==> src/shared/itd_pkg.sv <==
// Package: constants and carriers for the instruction timing and dual pointer unit
package itd_pkg;
    // Special function register addresses
    localparam logic [7:0] SFR_POINTER0_LOW  = 8'h82;
    localparam logic [7:0] SFR_POINTER0_HIGH = 8'h83;
    localparam logic [7:0] SFR_POINTER1_LOW  = 8'h84;
    localparam logic [7:0] SFR_POINTER1_HIGH = 8'h85;
    localparam logic [7:0] SFR_POINTER_CTRL  = 8'h86;
    localparam logic [7:0] SFR_STATUS_WORD   = 8'hD0;
    localparam logic [7:0] SFR_BASE          = 8'h80;
    // Pointer control bit positions
    localparam int BIT_SELECT      = 0;
    localparam int BIT_STACK_EXT   = 1;
    localparam int BIT_EXT_MEM_EN  = 2;
    localparam int BIT_AUTO_STEP   = 4;
    localparam int BIT_AUTO_TOGGLE = 5;
    localparam int BIT_STEP_DOWN0  = 6;
    localparam int BIT_STEP_DOWN1  = 7;
    // Status word bank select bits
    localparam int BIT_BANK_LOW  = 3;
    localparam int BIT_BANK_HIGH = 4;
    // Reset values
    localparam logic [7:0]  CTRL_RESET    = 8'h00;
    localparam logic [15:0] POINTER_RESET = 16'h0000;
    // Execution cycle counts and absolute branch page mask
    localparam logic [1:0] EXEC_SHORT = 2'h1;
    localparam logic [1:0] EXEC_LONG  = 2'h3;
    localparam logic [10:0] PAGE_MASK = 11'h7FF;

    // Instruction classes that the decoder resolves
    typedef enum logic [3:0] {
        CLS_SIMPLE, CLS_CODE_MOVE, CLS_EXT_PTR_MOVE, CLS_BRANCH, CLS_COND_JUMP,
        CLS_BIT_CLEAR_JUMP, CLS_COMPARE_JUMP, CLS_DEC_JUMP, CLS_PTR_INC, CLS_ABS_BRANCH, CLS_LONG_BRANCH
    } itd_class_type;

    // Decoded instruction summary
    typedef struct packed {
        itd_class_type cls;
        logic [1:0]    length;
        logic          uses_pointer;
        logic          uses_bank_reg;
        logic          uses_indirect;
        logic [2:0]    reg_index;
    } itd_decode_type;

    // Pointer unit state
    typedef struct packed {
        logic [15:0] first;
        logic [15:0] second;
        logic [7:0]  control;
    } itd_pointers_type;
endpackage

==> src/core/itd_core.sv <==
// Instruction timing decoder with dual pointer unit
`timescale 1ns/1ps
module itd_core
(
    // Clock and reset
    input  wire logic        I_CLK,
    input  wire logic        I_RST,
    input  wire logic        I_CE,
    // Instruction issue
    input  wire logic        I_ISSUE,
    input  wire logic [7:0]  I_OPCODE,
    input  wire logic [7:0]  I_OPERAND1,
    input  wire logic [7:0]  I_OPERAND2,
    input  wire logic [15:0] I_PC,
    input  wire logic [7:0]  I_ACC,
    input  wire logic [7:0]  I_STATUS_WORD,
    input  wire logic        I_CARRY,
    input  wire logic        I_BIT_VALUE,
    input  wire logic [7:0]  I_OPERAND_VALUE,
    input  wire logic [7:0]  I_INDIRECT_VALUE,
    // Special function register port
    input  wire logic        I_SFR_WR,
    input  wire logic [7:0]  I_SFR_ADDR,
    input  wire logic [7:0]  I_SFR_WDATA,
    output logic      [7:0]  O_SFR_RDATA,
    output logic             O_SFR_HIT,
    // Timing and addressing results
    output logic             O_BUSY,
    output logic      [2:0]  O_TOTAL_CYCLES,
    output logic      [1:0]  O_EXEC_CYCLES,
    output logic             O_BRANCH_TAKEN,
    output logic      [15:0] O_BRANCH_TARGET,
    output logic      [15:0] O_POINTER_ADDR,
    output logic      [7:0]  O_REG_ADDR,
    output logic      [7:0]  O_INDIRECT_ADDR,
    output logic             O_DIRECT_IS_SFR,
    output logic             O_CLEAR_BIT,
    output logic      [7:0]  O_DEC_RESULT,
    output logic      [7:0]  O_NIBBLE_ACC,
    output logic      [7:0]  O_NIBBLE_MEM,
    output logic      [15:0] O_ACTIVE_POINTER,
    output logic             O_EXT_MEM_EN,
    output logic             O_STACK_EXT_SEL
);
    itd_pkg::itd_decode_type   dec;
    itd_pkg::itd_pointers_type ptr;
    itd_pkg::itd_pointers_type next_ptr;
    logic [2:0]  busy_count;
    logic [2:0]  next_busy_count;
    logic [15:0] next_pc;
    logic [15:0] rel_target;
    logic        taken;
    logic [1:0]  exec;
    logic [15:0] target;
    logic [7:0]  dec_value;
    logic        select;
    logic [15:0] active;
    logic [15:0] stepped;
    logic [2:0]  next_total;
    logic [1:0]  next_exec;
    logic        issue;

    assign issue  = I_CE && I_ISSUE && (busy_count == 3'h0);
    assign select = ptr.control[itd_pkg::BIT_SELECT];
    assign active = select ? ptr.second : ptr.first;

    // Opcode classification
    always_comb
    begin
        dec = '{cls: itd_pkg::CLS_SIMPLE, length: 2'h1, uses_pointer: 1'b0,
                uses_bank_reg: 1'b0, uses_indirect: 1'b0, reg_index: I_OPCODE[2:0]};
        dec.uses_bank_reg = I_OPCODE[3];
        dec.uses_indirect = (I_OPCODE[3:1] == 3'h3);
        case (I_OPCODE)
            8'hA3: dec.cls = itd_pkg::CLS_PTR_INC;
            8'h93: begin dec.cls = itd_pkg::CLS_CODE_MOVE; dec.uses_pointer = 1'b1; end
            8'h83: dec.cls = itd_pkg::CLS_CODE_MOVE;
            8'hE0, 8'hF0: begin dec.cls = itd_pkg::CLS_EXT_PTR_MOVE; dec.uses_pointer = 1'b1; end
            8'h02, 8'h12: begin dec.cls = itd_pkg::CLS_LONG_BRANCH; dec.length = 2'h3; end
            8'h22, 8'h32, 8'h73: dec.cls = itd_pkg::CLS_BRANCH;
            8'h80: begin dec.cls = itd_pkg::CLS_BRANCH; dec.length = 2'h2; end
            8'h40, 8'h50, 8'h60, 8'h70: begin dec.cls = itd_pkg::CLS_COND_JUMP; dec.length = 2'h2; end
            8'h20, 8'h30: begin dec.cls = itd_pkg::CLS_COND_JUMP; dec.length = 2'h3; end
            8'h10: begin dec.cls = itd_pkg::CLS_BIT_CLEAR_JUMP; dec.length = 2'h3; end
            8'h75, 8'h85, 8'h90: dec.length = 2'h3;
            8'hA0, 8'hB0, 8'hC0, 8'hD0: dec.length = 2'h2;
            8'h43, 8'h53, 8'h63: dec.length = 2'h3;
            8'hD5: begin dec.cls = itd_pkg::CLS_DEC_JUMP; dec.length = 2'h3; end
            default:
            begin
                if (I_OPCODE[3:0] == 4'h1)
                begin
                    dec.cls    = itd_pkg::CLS_ABS_BRANCH;
                    dec.length = 2'h2;
                end
                else if (I_OPCODE[7:4] == 4'hB && I_OPCODE[3:2] != 2'h0)
                begin
                    dec.cls    = itd_pkg::CLS_COMPARE_JUMP;
                    dec.length = 2'h3;
                end
                else if (I_OPCODE[7:3] == 5'h1B)
                begin
                    dec.cls    = itd_pkg::CLS_DEC_JUMP;
                    dec.length = 2'h2;
                end
                // operand byte forms
                // External moves via R0/R1, multiply and divide stay one byte
                else if ((I_OPCODE[3:0] == 4'h2 && I_OPCODE[7:5] != 3'h7) || I_OPCODE[3:0] == 4'h5 ||
                         (I_OPCODE[3:0] == 4'h4 && I_OPCODE[7:4] > 4'h1 && I_OPCODE[7:4] < 4'hA &&
                          I_OPCODE[7:4] != 4'h8) ||
                         (I_OPCODE[3:1] > 3'h2 && (I_OPCODE[7:4] == 4'h7 || I_OPCODE[7:4] == 4'h8 ||
                          I_OPCODE[7:4] == 4'hA)))
                    dec.length = 2'h2;
            end
        endcase
    end

    // Branch resolution and timing
    always_comb
    begin
        next_pc    = I_PC + {14'h0000, dec.length};
        rel_target = next_pc + {{8{I_OPERAND2[7]}}, I_OPERAND2};
        dec_value  = I_OPERAND_VALUE - 8'h01;
        taken      = 1'b0;
        target     = next_pc;
        case (dec.cls)
            itd_pkg::CLS_BRANCH, itd_pkg::CLS_CODE_MOVE:
            begin
                taken  = (dec.cls == itd_pkg::CLS_BRANCH);
                target = (I_OPCODE == 8'h73) ? active + {8'h00, I_ACC}
                       : next_pc + {{8{I_OPERAND1[7]}}, I_OPERAND1};
            end
            itd_pkg::CLS_ABS_BRANCH:
            begin
                taken  = 1'b1;
                target = {next_pc[15:11], I_OPCODE[7:5] & itd_pkg::PAGE_MASK[10:8], I_OPERAND1};
            end
            itd_pkg::CLS_LONG_BRANCH:
            begin
                taken  = 1'b1;
                target = {I_OPERAND1, I_OPERAND2};
            end
            itd_pkg::CLS_COND_JUMP:
            begin
                case (I_OPCODE)
                    8'h40: taken = I_CARRY;
                    8'h50: taken = !I_CARRY;
                    8'h60: taken = (I_ACC == 8'h00);
                    8'h70: taken = (I_ACC != 8'h00);
                    8'h20: taken = I_BIT_VALUE;
                    8'h30: taken = !I_BIT_VALUE;
                    default: taken = 1'b0;
                endcase
                target = (dec.length == 2'h2) ? next_pc + {{8{I_OPERAND1[7]}}, I_OPERAND1} : rel_target;
            end
            itd_pkg::CLS_BIT_CLEAR_JUMP:
            begin
                taken  = I_BIT_VALUE;
                target = rel_target;
            end
            itd_pkg::CLS_COMPARE_JUMP:
            begin
                taken  = (I_OPCODE[3:0] == 4'h5) ? (I_ACC != I_OPERAND_VALUE)
                       : (I_OPCODE[3:0] == 4'h4) ? (I_ACC != I_OPERAND1)
                       : (I_OPERAND_VALUE != I_OPERAND1);
                target = rel_target;
            end
            itd_pkg::CLS_DEC_JUMP:
            begin
                taken  = (dec_value != 8'h00);
                target = (dec.length == 2'h2) ? next_pc + {{8{I_OPERAND1[7]}}, I_OPERAND1} : rel_target;
            end
            default: taken = 1'b0;
        endcase
        if (dec.cls == itd_pkg::CLS_CODE_MOVE || taken)
            next_exec = itd_pkg::EXEC_LONG;
        else
            next_exec = itd_pkg::EXEC_SHORT;
        next_total = {1'b0, dec.length} + {1'b0, next_exec} - 3'h1;
    end

    // Pointer step, direction per pointer
    always_comb
    begin
        if (ptr.control[select ? itd_pkg::BIT_STEP_DOWN1 : itd_pkg::BIT_STEP_DOWN0])
            stepped = active - 16'h0001;
        else
            stepped = active + 16'h0001;
    end

    // Pointer unit next state
    always_comb
    begin
        next_ptr = ptr;
        if (I_CE)
        begin
            if (I_SFR_WR)
            begin
                case (I_SFR_ADDR)
                    itd_pkg::SFR_POINTER0_LOW:  next_ptr.first[7:0]   = I_SFR_WDATA;
                    itd_pkg::SFR_POINTER0_HIGH: next_ptr.first[15:8]  = I_SFR_WDATA;
                    itd_pkg::SFR_POINTER1_LOW:  next_ptr.second[7:0]  = I_SFR_WDATA;
                    itd_pkg::SFR_POINTER1_HIGH: next_ptr.second[15:8] = I_SFR_WDATA;
                    itd_pkg::SFR_POINTER_CTRL:  next_ptr.control      = I_SFR_WDATA & 8'hF7;
                    default: next_ptr = ptr;
                endcase
            end
            if (issue && (dec.cls == itd_pkg::CLS_PTR_INC ||
                (dec.uses_pointer && ptr.control[itd_pkg::BIT_AUTO_STEP])))
            begin
                if (select)
                    next_ptr.second = stepped;
                else
                    next_ptr.first = stepped;
            end
            if (issue && dec.uses_pointer && ptr.control[itd_pkg::BIT_AUTO_TOGGLE])
                next_ptr.control[itd_pkg::BIT_SELECT] = !select;
        end
    end

    // Busy count covers remaining cycles of the issued instruction
    always_comb
    begin
        next_busy_count = busy_count;
        if (I_CE)
        begin
            // Three bits: a five-cycle branch leaves four busy cycles
            if (issue)
                next_busy_count = next_total - 3'h1;
            else if (busy_count != 3'h0)
                next_busy_count = busy_count - 3'h1;
        end
    end

    // old pointer used, update registered after
    always_ff @(posedge I_CLK)
    begin
        if (I_RST)
        begin
            ptr        <= '{first: itd_pkg::POINTER_RESET, second: itd_pkg::POINTER_RESET,
                            control: itd_pkg::CTRL_RESET};
            busy_count <= 3'h0;
        end
        else
        begin
            ptr        <= next_ptr;
            busy_count <= next_busy_count;
        end
    end

    // Registered decode results
    always_ff @(posedge I_CLK)
    begin
        if (I_RST)
        begin
            O_TOTAL_CYCLES  <= 3'h0;
            O_EXEC_CYCLES   <= 2'h0;
            O_BRANCH_TAKEN  <= 1'b0;
            O_BRANCH_TARGET <= 16'h0000;
            O_POINTER_ADDR  <= 16'h0000;
            O_REG_ADDR      <= 8'h00;
            O_INDIRECT_ADDR <= 8'h00;
            O_DIRECT_IS_SFR <= 1'b0;
            O_CLEAR_BIT     <= 1'b0;
            O_DEC_RESULT    <= 8'h00;
            O_NIBBLE_ACC    <= 8'h00;
            O_NIBBLE_MEM    <= 8'h00;
        end
        else if (issue)
        begin
            O_TOTAL_CYCLES  <= next_total;
            O_EXEC_CYCLES   <= next_exec;
            O_BRANCH_TAKEN  <= taken;
            O_BRANCH_TARGET <= target;
            O_POINTER_ADDR  <= (I_OPCODE == 8'h83) ? next_pc + {8'h00, I_ACC}
                             : active + ((dec.cls == itd_pkg::CLS_CODE_MOVE) ? {8'h00, I_ACC} : 16'h0000);
            O_REG_ADDR      <= (dec.uses_bank_reg || dec.uses_indirect) ?
                               {3'h0, I_STATUS_WORD[itd_pkg::BIT_BANK_HIGH], I_STATUS_WORD[itd_pkg::BIT_BANK_LOW],
                                dec.uses_indirect ? {2'h0, I_OPCODE[0]} : dec.reg_index} : 8'h00;
            O_INDIRECT_ADDR <= I_INDIRECT_VALUE;
            O_DIRECT_IS_SFR <= (I_OPERAND1 >= itd_pkg::SFR_BASE);
            O_CLEAR_BIT     <= (dec.cls == itd_pkg::CLS_BIT_CLEAR_JUMP) && I_BIT_VALUE;
            O_DEC_RESULT    <= dec_value;
            O_NIBBLE_ACC    <= {I_ACC[7:4], I_OPERAND_VALUE[3:0]};
            O_NIBBLE_MEM    <= {I_OPERAND_VALUE[7:4], I_ACC[3:0]};
        end
    end

    // Register read mux
    always_comb
    begin
        O_SFR_HIT = 1'b1;
        case (I_SFR_ADDR)
            itd_pkg::SFR_POINTER0_LOW:  O_SFR_RDATA = ptr.first[7:0];
            itd_pkg::SFR_POINTER0_HIGH: O_SFR_RDATA = ptr.first[15:8];
            itd_pkg::SFR_POINTER1_LOW:  O_SFR_RDATA = ptr.second[7:0];
            itd_pkg::SFR_POINTER1_HIGH: O_SFR_RDATA = ptr.second[15:8];
            itd_pkg::SFR_POINTER_CTRL:  O_SFR_RDATA = ptr.control;
            default:
            begin
                O_SFR_RDATA = 8'h00;
                O_SFR_HIT   = 1'b0;
            end
        endcase
    end

    assign O_BUSY           = (busy_count != 3'h0);
    assign O_ACTIVE_POINTER = active;
    assign O_EXT_MEM_EN     = ptr.control[itd_pkg::BIT_EXT_MEM_EN];
    assign O_STACK_EXT_SEL  = ptr.control[itd_pkg::BIT_STACK_EXT];
endmodule

==> config.mk <==
export PLATFORM = sky130hd
export DESIGN_NAME = itd_core
export DESIGN_NICKNAME = d
export VERILOG_FILES = /design/src/shared/itd_pkg.sv /design/src/core/itd_core.sv
export SDC_FILE = /design/constraint.sdc
export NUM_CORES = 1
export LEC_CHECK = 0
export ABC_CLOCK_PERIOD_IN_PS = 6300
export BUFFER_PORTS_ARGS = -buffer_cell sky130_fd_sc_hd__buf_4
export CORE_AREA = 3 3 178 180
export CTS_CLUSTER_DIAMETER = 30
export DETAILED_ROUTE_END_ITERATION = 8
export DIE_AREA = 0 0 181 183
export GPL_ROUTABILITY_DRIVEN = 0
export SYNTH_ARGS = -nofsm -noshare
export SYNTH_HDL_FRONTEND = slang
export SYNTH_SLANG_ARGS = --single-unit
==> constraint.sdc <==
create_clock -name I_CLK -period 6.3 [get_ports I_CLK]
set_input_delay 0.63 -clock I_CLK [delete_from_list [all_inputs] [get_ports I_CLK]]
set_output_delay 0.63 -clock I_CLK [all_outputs]
set_load 0.1 [all_outputs]
==> impl_results.md <==
* Total Routed Length at between 30000 and 40000 um
* Core area at a little over 30000 sq um
* Starting Density at 36.6%
* Mean Syn Cell Area at between 7 and 8 sq um
* Leading area contributor after synthesis: dfxtp_1
* CP Capture Type: flop
* DIE WIDTH at 181 um
* Clock slew at reported path FFs at around 60 ps
* Tightest Hold Check Type: reg2reg
* Initial DRC Count at 1141
* DR DRC count at 0
* Setup Fix Bufs, Post-CTS at 0
* Seq pwr share at roughly 28%
* Sw Ratio at 40.9%
* Row cnt at 64
* Num CTS Buffers at 17
* Post-synth top area share at 21.5%
* Via density at ~5.7
* Post-CTS Resized at 0
* Buffers on Ports at between 150 and 200
* # IOs at 203
* Die H at between 150 and 200 um
* PwrDens at 221 nW/um^2
* Hold Crit Start: O_REG_ADDR[3]
* Final worst setup slack at 699 ps
* Switch Pwr at ~0.0012 W
* CP Launch Point: I_OPCODE[5]
* Minimum clock period after layout at about 5600 ps
* FMAX at about 180 MHz
* Slowest cell on the critical path: fa_1
* Hold_buf cts at 0
* Post-Syn Area at 11100 sq um
* Final nets at 1797
* Post-DP HPWL at 29200 um
* Reg area at 2380 sq um
* FF-to-FF Start: ptr[0]
* Startpoint Class: input port
* Max transition margin at between 20% and 30%
* Area grow syn2layout at 22.3%
* Max cap viols at 0
* Worst-Skew Late Latency at between 400 and 500 ps
* Setup TNS at 0 ps
* CTS root buffer: clkbuf_16
* Ys flop type: dfxtp_1
* Top area cells in the synthesized netlist: dfxtp_1, ha_1, xnor2_1
* CP max FO at 18
* Fin Clk Skew at around 13 ps
* Largest net degree at the start of global routing at between 90 and 100
* Total number of yosys warnings at 0
* VDD IR max at approximately 0.00018 V
* Area of the multi-input gates at approximately 8000 sq um
* Final hold viol count at 0
* Via count at approximately 12000
* Final Setup Violations at 0
* Layout fillers at roughly 3000
* First-pass GRT wire length at approximately 60000 um
* Clock power frac at around 33%
* Worst Setup Path Type: in2reg
* Grt ovf at 0
* Initial antenna violation count at 0
* Register-to-Register Setup Slack at roughly 2300 ps
* Wire length per cell at 19.5 um
* Antenna Cells at 0
* Critical path required time at between 6000 and 7000 ps
* Sink Count at approximately 120
* Synth cell types at 87
* Post-Synthesis Cells at approximately 1400
* Outcome: completed
* Vias in the first global route at ~11000
* Fin crit share at 88.9%
* Gate power share at roughly two fifths
* Measured slew at the worst slew-check pin at roughly 1100 ps
* Pre-CTS setup slack at just over 400 ps
* Detail Route Antenna Nets at 0
* Pint at roughly 0.0018 W
* Largest buffer count on any clock path at 2
* Drt first pass iters at 5
* Ys async rst share at 0%
* Seq/Total Area, Yosys at between 20% and 30%
* CP Cell Sequence: buf_4, nor2_1, mux2i_1, a21oi_1, o311ai_1, nor2_1, o21ai_0, inv_1, fa_1, and4b_1, nand2_1, xnor2_1, buf_4, ha_1, o21a_1, o21ai_0, a32oi_1, a211oi_1, a21oi_1, xor2_1, o2bb2ai_1, a211oi_1, o41ai_1
* Arr. time, crit path at between 5000 and 6000 ps
* GRT Resource Usage Total at between 20% and 30%
* CTS tree: built
* H-tree levels at 4
* Layout cells sized above 1 at roughly 20%
* RSZ-0062 raised after global routing: no
* Slew Viols, Final at 0
* Flops & latches, synth at approximately 120
* Post-synth EDFFs at 0
* Die footprint at roughly 33000 sq um
* Pleak at between 5 and 6 nW
* Highest cell delay on the worst timing path at about 520 ps
[worst paths after layout]
| kind | end | cells after the start |
|---|---|---|
| setup / recovery | O_BRANCH_TARGET[14] | 23 |
| hold / removal | O_REG_ADDR[3] | 2 |
| setup reg to reg | O_BRANCH_TARGET[12] | 13 |
| hold reg to reg | O_REG_ADDR[3] | 2 |
[through the flow]
| stage | utilization [%] | cell area (sq um) | power [W] | hold WS (ps) | cells |
|---|---|---|---|---|---|
| detailed placement | 42.8 | 13000 | 0.00201 | 448 | 1992 |
| finish | 44.7 | 13600 | 0.00300 | 455 | 2023 |
| CTS | 44.7 | 13600 | 0.00300 | 444 | 2023 |
| global route | 44.7 | 13600 | 0.00313 | 447 | 2023 |
| floorplan | - | 11100 | 0.00170 | 447 | 1450 |
| global placement | 42.8 | 13000 | 0.00200 | 440 | 1992 |
[flip-flops by register name, indices dropped and copies added, names as in the netlist, 5 cells and up]
register / count
O_REG_ADDR: 5
O_BRANCH_TARGET: 16
O_POINTER_ADDR: 16
ptr: 37
O_DEC_RESULT: 8
O_NIBBLE_ACC: 8
O_INDIRECT_ADDR: 8
O_NIBBLE_MEM: 8
[layer usage]
metal | routed length [um] | vias to the layer above | global-route usage, %
li1 | - | 5621 | -
met1 | 18000 | 5490 | 31.5
met2 | 18100 | 450 | 36.6
met3 | 2550 | 51 | 3.49
met4 | 763 | 0 | 5.67
met5 | 0 | - | 0
[kinds of logic (layout without fill, tap and decap cells)]
| family | count (synthesis) | in the layout | synth area share, % |
|---|---|---|---|
| and+or+nand+nor | 496 | 496 | 21.7 |
| AOI/OAI and AO/OA | 438 | 438 | 26.4 |
| buffers and inverters | 124 | 301 | 4.63 |
| DFF | 119 | 119 | 21.5 |
| xor gates and xnor gates | 117 | 117 | 9.24 |
| adders and majority gates | 87 | 87 | 10.3 |
| muxes | 66 | 66 | 6.26 |
| other | 1 | 3 | 0.0338 |
[power groups by stage]
stage	registers [W]	logic, W	clock network (W)
floorplan	0.00115	0.000545	0
global placement	0.000843	0.00115	0
detailed placement	0.000844	0.00116	0
CTS	0.000828	0.00117	0.00101
global route	0.000834	0.00125	0.00104
finish	0.000828	0.00117	0.000999
[cell type report]
type / count / area share [%]
clock buffers: 20 / 3.37
well taps: 396 / 3.65
clock inverters: 11 / 0.922
inverters: 39 / 1.08
flip-flops and latches: 119 / 17.6
multi-input cells: 1207 / 60.6
repair buffers: 231 / 12.8
[cell usage after synthesis (4+ instances only)]
cell and count:
a31oi_1 10, and3_1 20, nand3_1 36, mux2_2 25, clkbuf_1 52, o211a_1 5
a221oi_1 14, o221ai_1 12, nand3b_1 4, nand4_1 7, nor4_1 10, nor2_1 131
a22oi_1 7, fa_1 7, o21bai_1 6, xor2_1 38, a211oi_1 32, xnor2_1 79
and2_1 5, nand2b_1 26, ha_1 80, a21oi_1 124, a211o_1 4, a222oi_1 10
o21a_1 21, o21ai_1 4, nor2b_1 16, o31ai_1 12, inv_1 39, buf_4 4
or3_1 11, a221o_1 8, a21o_1 15, o211ai_1 6, o21ai_0 102, dfxtp_1 119
buf_2 21, buf_1 7, nor3b_1 7, nor3_1 50, nand2_1 149, mux2i_1 39
[critical path, delay by kind of cell]
family / cells / cell delay [ps]
buf+inv: 3 / 470
fa+ha+maj: 2 / 800
compound gates: 11 / 2610
simple gates: 4 / 750
mux: 1 / 200
xor+xnor: 2 / 450
[cells in the final DEF (no fill, tap or decap), types with 14 or more instances in the layout]
| cell type | count |
|---|---|
| a211oi_1 | 32 |
| a21o_1 | 15 |
| a21oi_1 | 124 |
| a221oi_1 | 14 |
| and3_1 | 19 |
| buf_4 | 231 |
| clkbuf_16 | 17 |
| dfxtp_1 | 119 |
| ha_1 | 80 |
| inv_1 | 39 |
| mux2_2 | 25 |
| mux2i_1 | 39 |
| nand2_1 | 149 |
| nand2b_1 | 26 |
| nand3_1 | 35 |
| nor2_1 | 131 |
| nor2b_1 | 16 |
| nor3_1 | 50 |
| o21a_1 | 21 |
| o21ai_0 | 102 |
| xnor2_1 | 79 |
| xor2_1 | 38 |
Note: power is estimated with default switching activity, not from simulation.
